==> config.mk <==
export PLATFORM = sky130hd
export DESIGN_NAME = hpb_regs
export DESIGN_NICKNAME = d
export VERILOG_FILES = /design/src/hdl/hpb_pkg.sv /design/src/hdl/hpb_feed_if.sv /design/src/hdl/hpb_regs.sv /design/src/hdl/hpb_clock_feed.sv
export SDC_FILE = /design/constraint.sdc
export NUM_CORES = 1
export LEC_CHECK = 0
export ABC_AREA = 1
export BUFFER_PORTS_ARGS = -buffer_cell sky130_fd_sc_hd__buf_2
export CAP_MARGIN = 40
export CORE_MARGIN = 2
export CORE_UTILIZATION = 35
export CTS_CLUSTER_DIAMETER = 200
export DETAILED_ROUTE_END_ITERATION = 8
export SLEW_MARGIN = 20
export SYNTH_ARGS = -nofsm -noshare
export SYNTH_HDL_FRONTEND = slang
export SYNTH_SLANG_ARGS = --single-unit
==> constraint.sdc <==
create_clock -name core_clk -period 5.9 [get_ports core_clk]
set_input_delay 0.59 -clock core_clk [delete_from_list [all_inputs] [get_ports core_clk]]
set_output_delay 0.59 -clock core_clk [all_outputs]
set_load 0.03 [all_outputs]
==> src/hdl/hpb_pkg.sv <==
package hpb_pkg;

    localparam int ADDR_W = 8;
    localparam int DATA_W = 16;

    // Register byte addresses
    localparam logic [7:0] ADDR_MAIN_IRQ_STATUS = 8'h00;
    localparam logic [7:0] ADDR_MAIN_IRQ_ENABLE = 8'h08;
    localparam logic [7:0] ADDR_CHIP_RESET_CTRL = 8'h11;
    localparam logic [7:0] ADDR_POWER_MGMT_CTRL = 8'h12;
    localparam logic [7:0] ADDR_WAKEUP_TIMER_HI = 8'h14;
    localparam logic [7:0] ADDR_WAKEUP_TIMER_LO = 8'h15;
    localparam logic [7:0] ADDR_CLOCK_PROTECT   = 8'h71;
    localparam logic [7:0] ADDR_CLOCK_SELECT    = 8'h73;
    localparam logic [7:0] ADDR_BUS_CONFIG_LE   = 8'h74;
    localparam logic [7:0] ADDR_BUS_CONFIG      = 8'h75;
    localparam logic [7:0] ADDR_ENDIAN_COMMIT   = 8'h77;
    localparam logic [7:0] ADDR_AREA0_HI        = 8'h80;
    localparam logic [7:0] ADDR_AREA0_LO        = 8'h81;
    localparam logic [7:0] ADDR_EP_A_IRQ_ENABLE = 8'hC6;
    localparam logic [7:0] ADDR_EP_B_IRQ_ENABLE = 8'hC7;

    // Field positions
    localparam int CFG_BUS_WIDTH_BIT  = 0;
    localparam int CFG_BUS_MODE_BIT   = 1;
    localparam int CFG_ENDIAN_BIT     = 2;
    localparam int MACRO_RESET_BIT    = 7;
    localparam int ACTIVATE_BIT       = 6;
    localparam int FEED_DONE_BIT      = 0;
    localparam int LANE_HI            = 1;
    localparam int LANE_LO            = 0;

    // Field masks
    localparam logic [7:0]  CFG_MASK        = 8'h07;
    localparam logic [7:0]  IRQ_STATUS_MASK = 8'h01;
    localparam logic [15:0] AREA0_MASK      = 16'h1FFC;
    localparam logic [7:0]  EP_IRQ_MASK     = 8'h7F;
    localparam logic [7:0]  PM_STATE_MASK   = 8'h03;

    // Reset values
    localparam logic [7:0]  CHIP_RESET_RST  = 8'h80;
    localparam logic [7:0]  PROTECT_RST     = 8'h56;
    localparam logic [7:0]  BYTE_ZERO       = 8'h00;
    localparam logic [15:0] WORD_ZERO       = 16'h0000;

    localparam logic [7:0]  PROTECT_KEY     = 8'h56;

    // Clock select codes
    localparam logic [7:0] CLK_OSC_12 = 8'h00;
    localparam logic [7:0] CLK_EXT_12 = 8'h80;
    localparam logic [7:0] CLK_OSC_24 = 8'h01;
    localparam logic [7:0] CLK_EXT_24 = 8'h81;
    localparam logic [7:0] CLK_EXT_48 = 8'h83;

    // Wake-up timer unit
    localparam int CLK_PERIOD_NS    = 5;
    localparam int WAKE_TICK_NS     = 1000;
    localparam int WAKE_TICK_CYCLES = (WAKE_TICK_NS + CLK_PERIOD_NS - 1) / CLK_PERIOD_NS;
    localparam logic [7:0] TICK_LAST = 8'(WAKE_TICK_CYCLES - 1);

    typedef enum logic [1:0] {
        HPB_BUS_CUT,
        HPB_SLEEP,
        HPB_WAKING,
        HPB_ACTIVE
    } hpb_power_t;

    typedef enum logic [1:0] {
        HPB_FEED_IDLE,
        HPB_FEED_WAIT,
        HPB_FEED_DONE
    } hpb_feed_state_t;

endpackage

==> src/hdl/hpb_feed_if.sv <==
`timescale 1ns/10ps
interface hpb_feed_if;
    logic        start;
    logic        hold;
    logic [15:0] wake_count;
    logic        clock_ok;
    logic        done;
    logic        running;

    modport ctrl (output start, output hold, output wake_count, output clock_ok,
                  input done, input running);
    modport feed (input start, input hold, input wake_count, input clock_ok,
                  output done, output running);
endinterface

==> src/hdl/hpb_regs.sv <==
`timescale 1ns/10ps
module hpb_regs (
    input  wire logic        core_clk,
    input  wire logic        reset,
    input  wire logic        cs_n,
    input  wire logic        rd_n,
    input  wire logic        wr_n,
    input  wire logic [1:0]  lane_en_n,
    input  wire logic [7:0]  addr,
    input  wire logic [15:0] data_in,
    output logic      [15:0] data_out,
    output logic             data_oe,
    output logic             irq_out_n,
    output logic             transceiver_macro_reset,
    output logic             little_endian_active,
    output logic             bus_width_select,
    output logic             strobe_or_byte_enable_select,
    output logic      [7:0]  clock_input_select,
    output logic      [1:0]  power_state
);

    typedef struct packed {
        hpb_pkg::hpb_power_t pstate;
        logic                strobe_seen;
        logic [7:0]          main_irq_status;
        logic [7:0]          main_irq_enable;
        logic [7:0]          chip_reset_ctrl;
        logic [7:0]          power_mgmt_ctrl;
        logic [15:0]         wakeup_timer;
        logic [7:0]          clock_select_protect;
        logic [7:0]          clock_input_select;
        logic [7:0]          host_bus_config;
        logic                endian_little;
        logic [15:0]         area0_start_address;
        logic [7:0]          endpoint_a_irq_enable;
        logic [7:0]          endpoint_b_irq_enable;
        logic [15:0]         data_out;
        logic                data_oe;
        logic                irq_out_n;
    } hpb_state_t;

    localparam hpb_state_t STATE_RST = '{
        pstate:                hpb_pkg::HPB_BUS_CUT,
        strobe_seen:           1'b0,
        main_irq_status:       hpb_pkg::BYTE_ZERO,
        main_irq_enable:       hpb_pkg::BYTE_ZERO,
        chip_reset_ctrl:       hpb_pkg::CHIP_RESET_RST,
        power_mgmt_ctrl:       hpb_pkg::BYTE_ZERO,
        wakeup_timer:          hpb_pkg::WORD_ZERO,
        clock_select_protect:  hpb_pkg::PROTECT_RST,
        clock_input_select:    hpb_pkg::CLK_OSC_12,
        host_bus_config:       hpb_pkg::BYTE_ZERO,
        endian_little:         1'b0,
        area0_start_address:   hpb_pkg::WORD_ZERO,
        endpoint_a_irq_enable: hpb_pkg::BYTE_ZERO,
        endpoint_b_irq_enable: hpb_pkg::BYTE_ZERO,
        data_out:              hpb_pkg::WORD_ZERO,
        data_oe:               1'b0,
        irq_out_n:             1'b1
    };

    hpb_state_t st;
    hpb_state_t next_st;

    hpb_feed_if fi ();

    ////////////////////////////////////////////////////////////////////////////
    // Address decode helpers

    function automatic logic is_word_reg(input logic [7:0] a);
        logic [7:0] even;
        even = {a[7:1], 1'b0};
        return (even == hpb_pkg::ADDR_WAKEUP_TIMER_HI) || (even == hpb_pkg::ADDR_AREA0_HI);
    endfunction

    function automatic logic is_sync_reg(input logic [7:0] a);
        return (a == hpb_pkg::ADDR_AREA0_HI) || (a == hpb_pkg::ADDR_AREA0_LO) ||
               (a == hpb_pkg::ADDR_EP_A_IRQ_ENABLE) || (a == hpb_pkg::ADDR_EP_B_IRQ_ENABLE);
    endfunction

    // Bus cut blocks everything; the synchronous group needs the Active clock
    function automatic logic reachable(input hpb_pkg::hpb_power_t ps, input logic [7:0] a);
        if (ps == hpb_pkg::HPB_BUS_CUT) begin
            return 1'b0;
        end
        return !is_sync_reg(a) || (ps == hpb_pkg::HPB_ACTIVE);
    endfunction

    function automatic logic [7:0] read_byte(input hpb_state_t s, input logic [7:0] a);
        logic [7:0] v;
        v = hpb_pkg::BYTE_ZERO;
        case (a)
            hpb_pkg::ADDR_MAIN_IRQ_STATUS: v = s.main_irq_status & hpb_pkg::IRQ_STATUS_MASK;
            hpb_pkg::ADDR_MAIN_IRQ_ENABLE: v = s.main_irq_enable;
            hpb_pkg::ADDR_CHIP_RESET_CTRL: v = s.chip_reset_ctrl;
            hpb_pkg::ADDR_POWER_MGMT_CTRL:
                v = (s.power_mgmt_ctrl & ~hpb_pkg::PM_STATE_MASK) | {6'h00, s.pstate};
            hpb_pkg::ADDR_WAKEUP_TIMER_HI: v = s.wakeup_timer[15:8];
            hpb_pkg::ADDR_WAKEUP_TIMER_LO: v = s.wakeup_timer[7:0];
            hpb_pkg::ADDR_CLOCK_PROTECT:   v = s.clock_select_protect;
            hpb_pkg::ADDR_CLOCK_SELECT:    v = s.clock_input_select;
            hpb_pkg::ADDR_BUS_CONFIG_LE,
            hpb_pkg::ADDR_BUS_CONFIG:      v = s.host_bus_config;
            hpb_pkg::ADDR_AREA0_HI:        v = s.area0_start_address[15:8];
            hpb_pkg::ADDR_AREA0_LO:        v = s.area0_start_address[7:0];
            hpb_pkg::ADDR_EP_A_IRQ_ENABLE: v = s.endpoint_a_irq_enable;
            hpb_pkg::ADDR_EP_B_IRQ_ENABLE: v = s.endpoint_b_irq_enable;
            default:                       v = hpb_pkg::BYTE_ZERO;
        endcase
        return reachable(s.pstate, a) ? v : hpb_pkg::BYTE_ZERO;
    endfunction

    function automatic logic clock_code_ok(input logic [7:0] c);
        case (c)
            hpb_pkg::CLK_OSC_12, hpb_pkg::CLK_EXT_12,
            hpb_pkg::CLK_OSC_24, hpb_pkg::CLK_EXT_24,
            hpb_pkg::CLK_EXT_48: return 1'b1;
            default:             return 1'b0;
        endcase
    endfunction

    ////////////////////////////////////////////////////////////////////////////
    // Lane mapping

    logic       strobe;
    logic       acc_start;
    logic       narrow;
    logic [7:0] even_addr;
    logic [7:0] odd_addr;
    logic [7:0] lane_addr [2];
    logic [1:0] lane_we;

    assign strobe    = !cs_n && (!rd_n || !wr_n);
    assign acc_start = strobe && !st.strobe_seen;
    assign narrow    = st.host_bus_config[hpb_pkg::CFG_BUS_WIDTH_BIT];
    assign even_addr = {addr[7:1], 1'b0};
    assign odd_addr  = {addr[7:1], 1'b1};

    always_comb begin
        if (narrow) begin
            lane_addr[hpb_pkg::LANE_LO] = addr;
            lane_addr[hpb_pkg::LANE_HI] = addr;
        end else if (is_word_reg(addr) || !st.endian_little) begin
            // Word registers keep the high byte on the upper lane either way
            lane_addr[hpb_pkg::LANE_HI] = even_addr;
            lane_addr[hpb_pkg::LANE_LO] = odd_addr;
        end else begin
            lane_addr[hpb_pkg::LANE_HI] = odd_addr;
            lane_addr[hpb_pkg::LANE_LO] = even_addr;
        end
    end

    for (genvar l = 0; l < 2; l++) begin : g_lane
        assign lane_we[l] = acc_start && !wr_n && !lane_en_n[l] && (!narrow || l == 0);
    end

    ////////////////////////////////////////////////////////////////////////////
    // Next state

    always_comb begin
        next_st             = st;
        next_st.strobe_seen = strobe;
        next_st.data_oe     = !cs_n && !rd_n && wr_n;
        if (narrow) begin
            next_st.data_out = {hpb_pkg::BYTE_ZERO, read_byte(st, addr)};
        end else begin
            next_st.data_out = {read_byte(st, lane_addr[hpb_pkg::LANE_HI]),
                                read_byte(st, lane_addr[hpb_pkg::LANE_LO])};
        end

        // Upper lane first so a low-lane alias write wins
        for (int l = 1; l >= 0; l--) begin
            if (lane_we[l] && reachable(st.pstate, lane_addr[l])) begin
                case (lane_addr[l])
                    hpb_pkg::ADDR_MAIN_IRQ_STATUS: begin
                        if (data_in[8*l+hpb_pkg::FEED_DONE_BIT]) begin
                            next_st.main_irq_status[hpb_pkg::FEED_DONE_BIT] = 1'b0;
                        end
                    end
                    hpb_pkg::ADDR_MAIN_IRQ_ENABLE: next_st.main_irq_enable = data_in[8*l+:8];
                    hpb_pkg::ADDR_CHIP_RESET_CTRL: next_st.chip_reset_ctrl = data_in[8*l+:8];
                    hpb_pkg::ADDR_POWER_MGMT_CTRL: next_st.power_mgmt_ctrl = data_in[8*l+:8];
                    hpb_pkg::ADDR_WAKEUP_TIMER_HI: next_st.wakeup_timer[15:8] = data_in[8*l+:8];
                    hpb_pkg::ADDR_WAKEUP_TIMER_LO: next_st.wakeup_timer[7:0] = data_in[8*l+:8];
                    hpb_pkg::ADDR_CLOCK_PROTECT:
                        next_st.clock_select_protect = data_in[8*l+:8];
                    hpb_pkg::ADDR_CLOCK_SELECT: begin
                        if (st.clock_select_protect == hpb_pkg::PROTECT_KEY) begin
                            next_st.clock_input_select = data_in[8*l+:8];
                        end
                    end
                    hpb_pkg::ADDR_BUS_CONFIG_LE,
                    hpb_pkg::ADDR_BUS_CONFIG:
                        next_st.host_bus_config = data_in[8*l+:8] & hpb_pkg::CFG_MASK;
                    hpb_pkg::ADDR_AREA0_HI:
                        next_st.area0_start_address[15:8] =
                            data_in[8*l+:8] & hpb_pkg::AREA0_MASK[15:8];
                    hpb_pkg::ADDR_AREA0_LO:
                        next_st.area0_start_address[7:0] =
                            data_in[8*l+:8] & hpb_pkg::AREA0_MASK[7:0];
                    hpb_pkg::ADDR_EP_A_IRQ_ENABLE:
                        next_st.endpoint_a_irq_enable = data_in[8*l+:8] & hpb_pkg::EP_IRQ_MASK;
                    hpb_pkg::ADDR_EP_B_IRQ_ENABLE:
                        next_st.endpoint_b_irq_enable = data_in[8*l+:8] & hpb_pkg::EP_IRQ_MASK;
                    default: begin
                    end
                endcase
            end
        end

        // Read side effects act once per strobe, at its leading edge
        if (acc_start && !rd_n) begin
            if (st.pstate == hpb_pkg::HPB_BUS_CUT &&
                (lane_addr[hpb_pkg::LANE_HI] == hpb_pkg::ADDR_POWER_MGMT_CTRL ||
                 lane_addr[hpb_pkg::LANE_LO] == hpb_pkg::ADDR_POWER_MGMT_CTRL)) begin
                next_st.pstate = hpb_pkg::HPB_SLEEP;
            end
            if (st.pstate != hpb_pkg::HPB_BUS_CUT &&
                (lane_addr[hpb_pkg::LANE_HI] == hpb_pkg::ADDR_ENDIAN_COMMIT ||
                 lane_addr[hpb_pkg::LANE_LO] == hpb_pkg::ADDR_ENDIAN_COMMIT)) begin
                next_st.endian_little = st.host_bus_config[hpb_pkg::CFG_ENDIAN_BIT];
            end
        end

        case (st.pstate)
            hpb_pkg::HPB_BUS_CUT, hpb_pkg::HPB_ACTIVE: begin
            end
            hpb_pkg::HPB_SLEEP: begin
                if (next_st.power_mgmt_ctrl[hpb_pkg::ACTIVATE_BIT] &&
                    !st.chip_reset_ctrl[hpb_pkg::MACRO_RESET_BIT]) begin
                    next_st.pstate = hpb_pkg::HPB_WAKING;
                end
            end
            hpb_pkg::HPB_WAKING: begin
                if (st.chip_reset_ctrl[hpb_pkg::MACRO_RESET_BIT]) begin
                    next_st.pstate = hpb_pkg::HPB_SLEEP;
                end else if (fi.done) begin
                    next_st.pstate = hpb_pkg::HPB_ACTIVE;
                end
            end
            default: next_st.pstate = hpb_pkg::HPB_BUS_CUT;
        endcase

        // Set after the clear so a same-cycle completion is not lost
        if (fi.done) begin
            next_st.main_irq_status[hpb_pkg::FEED_DONE_BIT] = 1'b1;
        end
        next_st.irq_out_n = !(next_st.main_irq_status[hpb_pkg::FEED_DONE_BIT] &&
                              next_st.main_irq_enable[hpb_pkg::FEED_DONE_BIT]);
    end

    always_ff @(posedge core_clk or posedge reset) begin
        if (reset) begin
            st <= STATE_RST;
        end else begin
            st <= next_st;
        end
    end

    ////////////////////////////////////////////////////////////////////////////
    // Clock feed sequencer

    assign fi.start      = (st.pstate == hpb_pkg::HPB_WAKING) && !fi.running && !fi.done;
    assign fi.hold       = st.chip_reset_ctrl[hpb_pkg::MACRO_RESET_BIT];
    assign fi.wake_count = st.wakeup_timer;
    assign fi.clock_ok   = clock_code_ok(st.clock_input_select);

    hpb_clock_feed u_feed (
        .core_clk (core_clk),
        .reset    (reset),
        .fi       (fi.feed)
    );

    ////////////////////////////////////////////////////////////////////////////
    // Outputs

    assign data_out                     = st.data_out;
    assign data_oe                      = st.data_oe;
    assign irq_out_n                    = st.irq_out_n;
    assign transceiver_macro_reset      = st.chip_reset_ctrl[hpb_pkg::MACRO_RESET_BIT];
    assign little_endian_active         = st.endian_little;
    assign bus_width_select             = st.host_bus_config[hpb_pkg::CFG_BUS_WIDTH_BIT];
    assign strobe_or_byte_enable_select = st.host_bus_config[hpb_pkg::CFG_BUS_MODE_BIT];
    assign clock_input_select           = st.clock_input_select;
    assign power_state                  = st.pstate;

endmodule

==> src/hdl/hpb_clock_feed.sv <==
`timescale 1ns/10ps
module hpb_clock_feed (
    input  wire logic  core_clk,
    input  wire logic  reset,
    hpb_feed_if.feed   fi
);

    typedef struct packed {
        hpb_pkg::hpb_feed_state_t state;
        logic [7:0]               tick;
        logic [15:0]              remain;
        logic                     done;
    } hpb_feed_reg_t;

    hpb_feed_reg_t st;
    hpb_feed_reg_t next_st;

    ////////////////////////////////////////////////////////////////////////////

    always_comb begin
        next_st      = st;
        next_st.done = 1'b0;
        case (st.state)
            hpb_pkg::HPB_FEED_IDLE: begin
                if (fi.start && !fi.hold) begin
                    next_st.state  = hpb_pkg::HPB_FEED_WAIT;
                    next_st.tick   = hpb_pkg::TICK_LAST;
                    next_st.remain = fi.wake_count;
                end
            end
            hpb_pkg::HPB_FEED_WAIT: begin
                // Bad clock source: the oscillator never settles, so no done
                if (fi.hold) begin
                    next_st.state = hpb_pkg::HPB_FEED_IDLE;
                end else if (fi.clock_ok) begin
                    if (st.remain == hpb_pkg::WORD_ZERO) begin
                        next_st.state = hpb_pkg::HPB_FEED_DONE;
                    end else if (st.tick == 8'h00) begin
                        next_st.tick   = hpb_pkg::TICK_LAST;
                        next_st.remain = st.remain - 16'h0001;
                    end else begin
                        next_st.tick = st.tick - 8'h01;
                    end
                end
            end
            hpb_pkg::HPB_FEED_DONE: begin
                next_st.done  = 1'b1;
                next_st.state = hpb_pkg::HPB_FEED_IDLE;
            end
            default: begin
                next_st.state = hpb_pkg::HPB_FEED_IDLE;
            end
        endcase
    end

    always_ff @(posedge core_clk or posedge reset) begin
        if (reset) begin
            st <= '{state: hpb_pkg::HPB_FEED_IDLE, tick: hpb_pkg::BYTE_ZERO,
                    remain: hpb_pkg::WORD_ZERO, done: 1'b0};
        end else begin
            st <= next_st;
        end
    end

    assign fi.done    = st.done;
    assign fi.running = (st.state != hpb_pkg::HPB_FEED_IDLE);

endmodule

### Word level (Yosys, flattened, before mapping)

Index checks and enable logic that the tools add are counted.

* register bits after elaboration: 146
* bits of input ports: 31
* output and inout port bits: 32
* word-level logic and storage cells: 227

* $add $sub $neg: 2
* equality and inequality tests: 60
* muxes and demuxes: 74
* bitwise operators: 1
* reductions and logical operators: 69

Operators with widths (number)
* 8-bit case mux with 13 select lines: 3
* 8-bit two-way mux: 30
* 65-bit two-way mux: 2
* 8-bit by 7-bit == test with 1-bit output (second input constant): 15
* 8-bit == test (second input constant): 15
* 8-bit by 5-bit == test with 1-bit output (second input constant): 12
* 32-bit two-way mux: 2
* 26-bit two-way mux: 2
* 24-bit two-way mux: 2
* 24-bit case mux with 2 select lines: 1
* 8-bit zero test: 5
* 16-bit two-way mux: 2
* 8-bit by 4-bit == test with 1-bit output (second input constant): 3
* 1-bit two-way mux: 19
* 1-bit logical AND: 18
* 9-bit two-way mux: 2
* 1-bit logical OR: 17
* 16-bit zero test: 1
* 16-bit by 1-bit subtractor with 16-bit output (second input constant): 1
* 1-bit zero test: 15
* 2-bit two-way mux: 7
* 8-bit by 1-bit == test with 1-bit output (second input constant): 1
* 8-bit by 2-bit bitwise OR with 8-bit output: 1
* 2-bit case mux with 2 select lines: 2
* 17 further kinds: 28

### Longest topological paths before layout

* depth after elaboration: 20
* depth in mapped cells: 16
* gate-level depth less buffers: 15

### Cells and area by module

Synthesis repeated with hierarchy kept, for this count alone.

* cells, all modules: 1255
* area, all modules: 9185.1 um^2

Modules (own cells, without submodules)
* hpb_regs: instances 1, cells an instance 963, area an instance 7215.7 um^2, sequential area each 2935.3 um^2
* hpb_clock_feed: instances 1, cells an instance 292, area an instance 1969.4 um^2, sequential area each 675.6 um^2

### Worst setup path after synthesis

No wires, ideal clock.

* kind: input -> register
* from: in addr[3]
* to: reg st, in the netlist clock_input_select[4]
* setup time: 0.127 ns
* data arrival time: 2.029 ns
* data required time: 5.773 ns
* setup slack: 3.745 ns
* cell stages on the path: 13
* path buffers: 1
* path through: inv_1 -> nand2_1 -> nor2_1 -> nand2_2 -> nand3_4 -> nand2_4 -> inv_2 -> nand3_1 -> inv_2 -> nand3_4 -> buf_2 -> o211ai_1 -> o21ai_1

RTL lines
* start, declared: line hpb_regs.sv:9 `input wire logic [7:0] addr,`
* end signal, assigned: line hpb_regs.sv:256 `st <= next_st;`
* end, declared: line hpb_regs.sv:62 `hpb_state_t st;`

==> results.cfg <==
[detailed_routing]
routed_wl_microns = 39000
remaining_drc_errors = 0
drt-initial-drc-count = 1066
vias = 9427
post_drt_wl_per_cell_microns = 23.4
routed_via_density = 5.66
ant_nets = 0
drtPass1Iterations = 7

[die]
core_sq_um = 26100
die-area_sq_um = 27800
die_h_microns = 167
start_util_pct = 35.6
ios = 63
row_count = 59
fp.dieW_microns = 167

[timing]
setup_viol = 0
tightest_slew_ns = 0.805
setup_ws_ns = 3.02
fin_skew_ns = 0.0126
whs_ns = 0.0334
rsz0062_at_grt = false
fin_crit_sh_pct = 48.7
max_freq_mhz = 348
maxSlewHeadroom_pct = 45.9
drv_slew = 0
hold_viol = 0
fin_crit_ns = 2.88
fin_tns_setup_ns = 0

[synth]
syn_inst = 1289
synth_edf_count = 0
synthTopCellsByCount = nand2_1 (286), inv_1 (163), dfrtp_1 (138), nor2_1 (134), o21ai_0 (130)
synthFlopType = dfrtp_1
avgSynthCellArea_sq_um = 7.19
ys_seq_area_share_pct = 38.9
synth_most_common_cell = nand2_1
netlist_area_sq_um = 9270
syn_nets = 1327
synth_top_area_share_pct = 37.2
ys_warn_count = 0
async_reset_ff_share_pct = 100
synth.distinct_cells = 50
ys_ff_latch = 144
synth_area_leaders = dfrtp_1 (37%), nand2_1 (12%), o21ai_0 (7.0%)
synth_area_leader_cell = dfrtp_1

[cells_and_area]
synthToLayoutAreaGrowth_pct = 10.8
multi_input_area_sq_um = 4610
fin_area_sq_um = 10300
drive_above_1_share_pct = 12.8
fin_cells = 1667
fin_nets = 1357
num-fill-cells = 2737
final-seq-area_sq_um = 3610
n_antenna_cell = 0

[global_route]
grtUsageTotal_pct = 28.3
antenna_found_initial = 0
grt_pass1_wl_microns = 58800
grt_max_degree = 81
gr-total-overflow = 0
grt_pass1_vias = 8844

[setup_path]
critPathTopFamily = simple AND/OR/NAND/NOR gates
critPathMaxFanout = 15
worstPathCellList = nor2_1, nand3_4, nand3_1, nor2_1, nand2_1, nand3_1, nand3_1, nand2_1, a21oi_1
crit_required_ns = 6.22
path_class = reg -> reg
critPathBufInv = 0
slowest_stage = dfrtp_1
cp_common_cell = nand3_1
arrival_ns = 3.19
crit_path_max_incr_delay_ns = 0.76
critPathLaunchType = flop
cp-end-kind = flop

[place]
dp_cells = 1633
dp_slack_ns = 2.71
gp_congestion = 1.08
place_area_sq_um = 9650
dpl.hpwl_microns = 29900
numPortBuffers = 62

[clock_network]
cts_max_level = 4
cts_sinks = 144
path_clk_slew_ns = 0.07
cts_hold_buf = 0
cts_root_buf = clkbuf_16
clk_latency_ns = 0.43
numCtsBuffers = 17
clk_path_buf_depth = 2
postCtsSetupBuffers = 0
cts_tree = built
cts_resized = 0

[flow_run]
cap_violations = 0

[worst_hold_path]
hold_class = in -> async

[status]
status = complete, no violations

[power]
ir_drop_mv = 0.160
leakage_uw = 0.00486
power_density_nw_per_um2 = 235
==> power breakdown <==
| part | switching [uW] | leakage (uW) | internal, uW |
|---|---|---|---|
| sequential | 21.5 | 0.00183 | 1010 |
| combinational | 217 | 0.00276 | 76.6 |
| clock | 490 | 0.000271 | 593 |
| total | 729 | 0.00486 | 1680 |
==> final cells by class <==
class	count	share of cell area (%)
Clock buffer	17	4.14
Sequential cell	144	35.1
Timing Repair Buffer	67	3.77
Inverter	180	6.62
Clock inverter	15	1.45
Tap cell	335	4.08
Multi-Input combinational cell	909	44.8
==> layout by cell type, fill, tap and decap left out, types with 7 or more instances in the layout <==
master and n:
clkbuf_16 17, dfrtp_1 138, nand2_2 9, o21ai_0 130, buf_2 62, o22ai_1 44, nor2_2 9, nor2_4 11
nor2_1 134, nand3_1 51, o21ai_1 21, nand4_1 15, a21oi_1 61, nand2_1 286, ha_1 7, inv_1 162
inv_2 16, nor3_1 36, o211ai_1 36
==> stage by stage <==
stage / total power (uW) / util [%]
3_5_place_dp: 1340 / 37.0
6_report: 2410 / 39.4
2_1_floorplan: 1240 / -
5_1_grt: 2510 / 39.4
4_1_cts: 2420 / 39.2
3_3_place_gp: 1340 / 37.0
==> state kept, by name, summed over array words and instances, names as in the netlist <==
| name | count |
|---|---|
| bus_width_select | 1 |
| clock_input_select | 8 |
| data_oe | 1 |
| data_out | 16 |
| fi.wake_count | 16 |
| irq_out_n | 1 |
| little_endian_active | 1 |
| power_state | 2 |
| st | 69 |
| strobe_or_byte_enable_select | 1 |
| transceiver_macro_reset | 1 |
| u_feed.fi.done | 1 |
| u_feed.st | 26 |
==> per-layer routing <==
metal	part of all wire (%)	global-route usage [%]	up-vias	routed length [microns]
li1	-	-	4338	-
met3	9.1	6.20	96	3560
met4	4.1	11.1	0	1600
met1	42	38.4	4524	16600
met2	44	44.0	469	17300
met5	0	0	-	0
==> logic make-up after synthesis <==
logic type / count (synthesis) / synth area share, %
xor gates and xnor gates: 4 / 0.378
adders and majority gates: 7 / 0.944
and+or+nand+nor: 575 / 28.4
buffers and inverters: 236 / 11.4
AOI/OAI and AO/OA: 322 / 19.9
muxes: 1 / 0.121
DFF: 144 / 38.9
==> final timing paths <==
check	startpoint	to	slack (ns)	cells past startpoint
worst min-delay path	reset	u_feed.st[22]$_DFFE_PP0P_	0.03	2
max in group asynchronous	reset	st[69]$_DFF_PP1_	4.69	5
worst max-delay path	bus_width_select$_DFF_PP0_	power_state[0]$_DFF_PP0_	3.02	9
min in group core_clk	cs_n	st[123]$_DFF_PP0_	0.35	2
worst min register to register	st[58]$_DFF_PP0_	st[58]$_DFF_PP0_	0.49	2
worst max register to register	bus_width_select$_DFF_PP0_	power_state[0]$_DFF_PP0_	3.02	9
(Power assumes the default switching activity.)
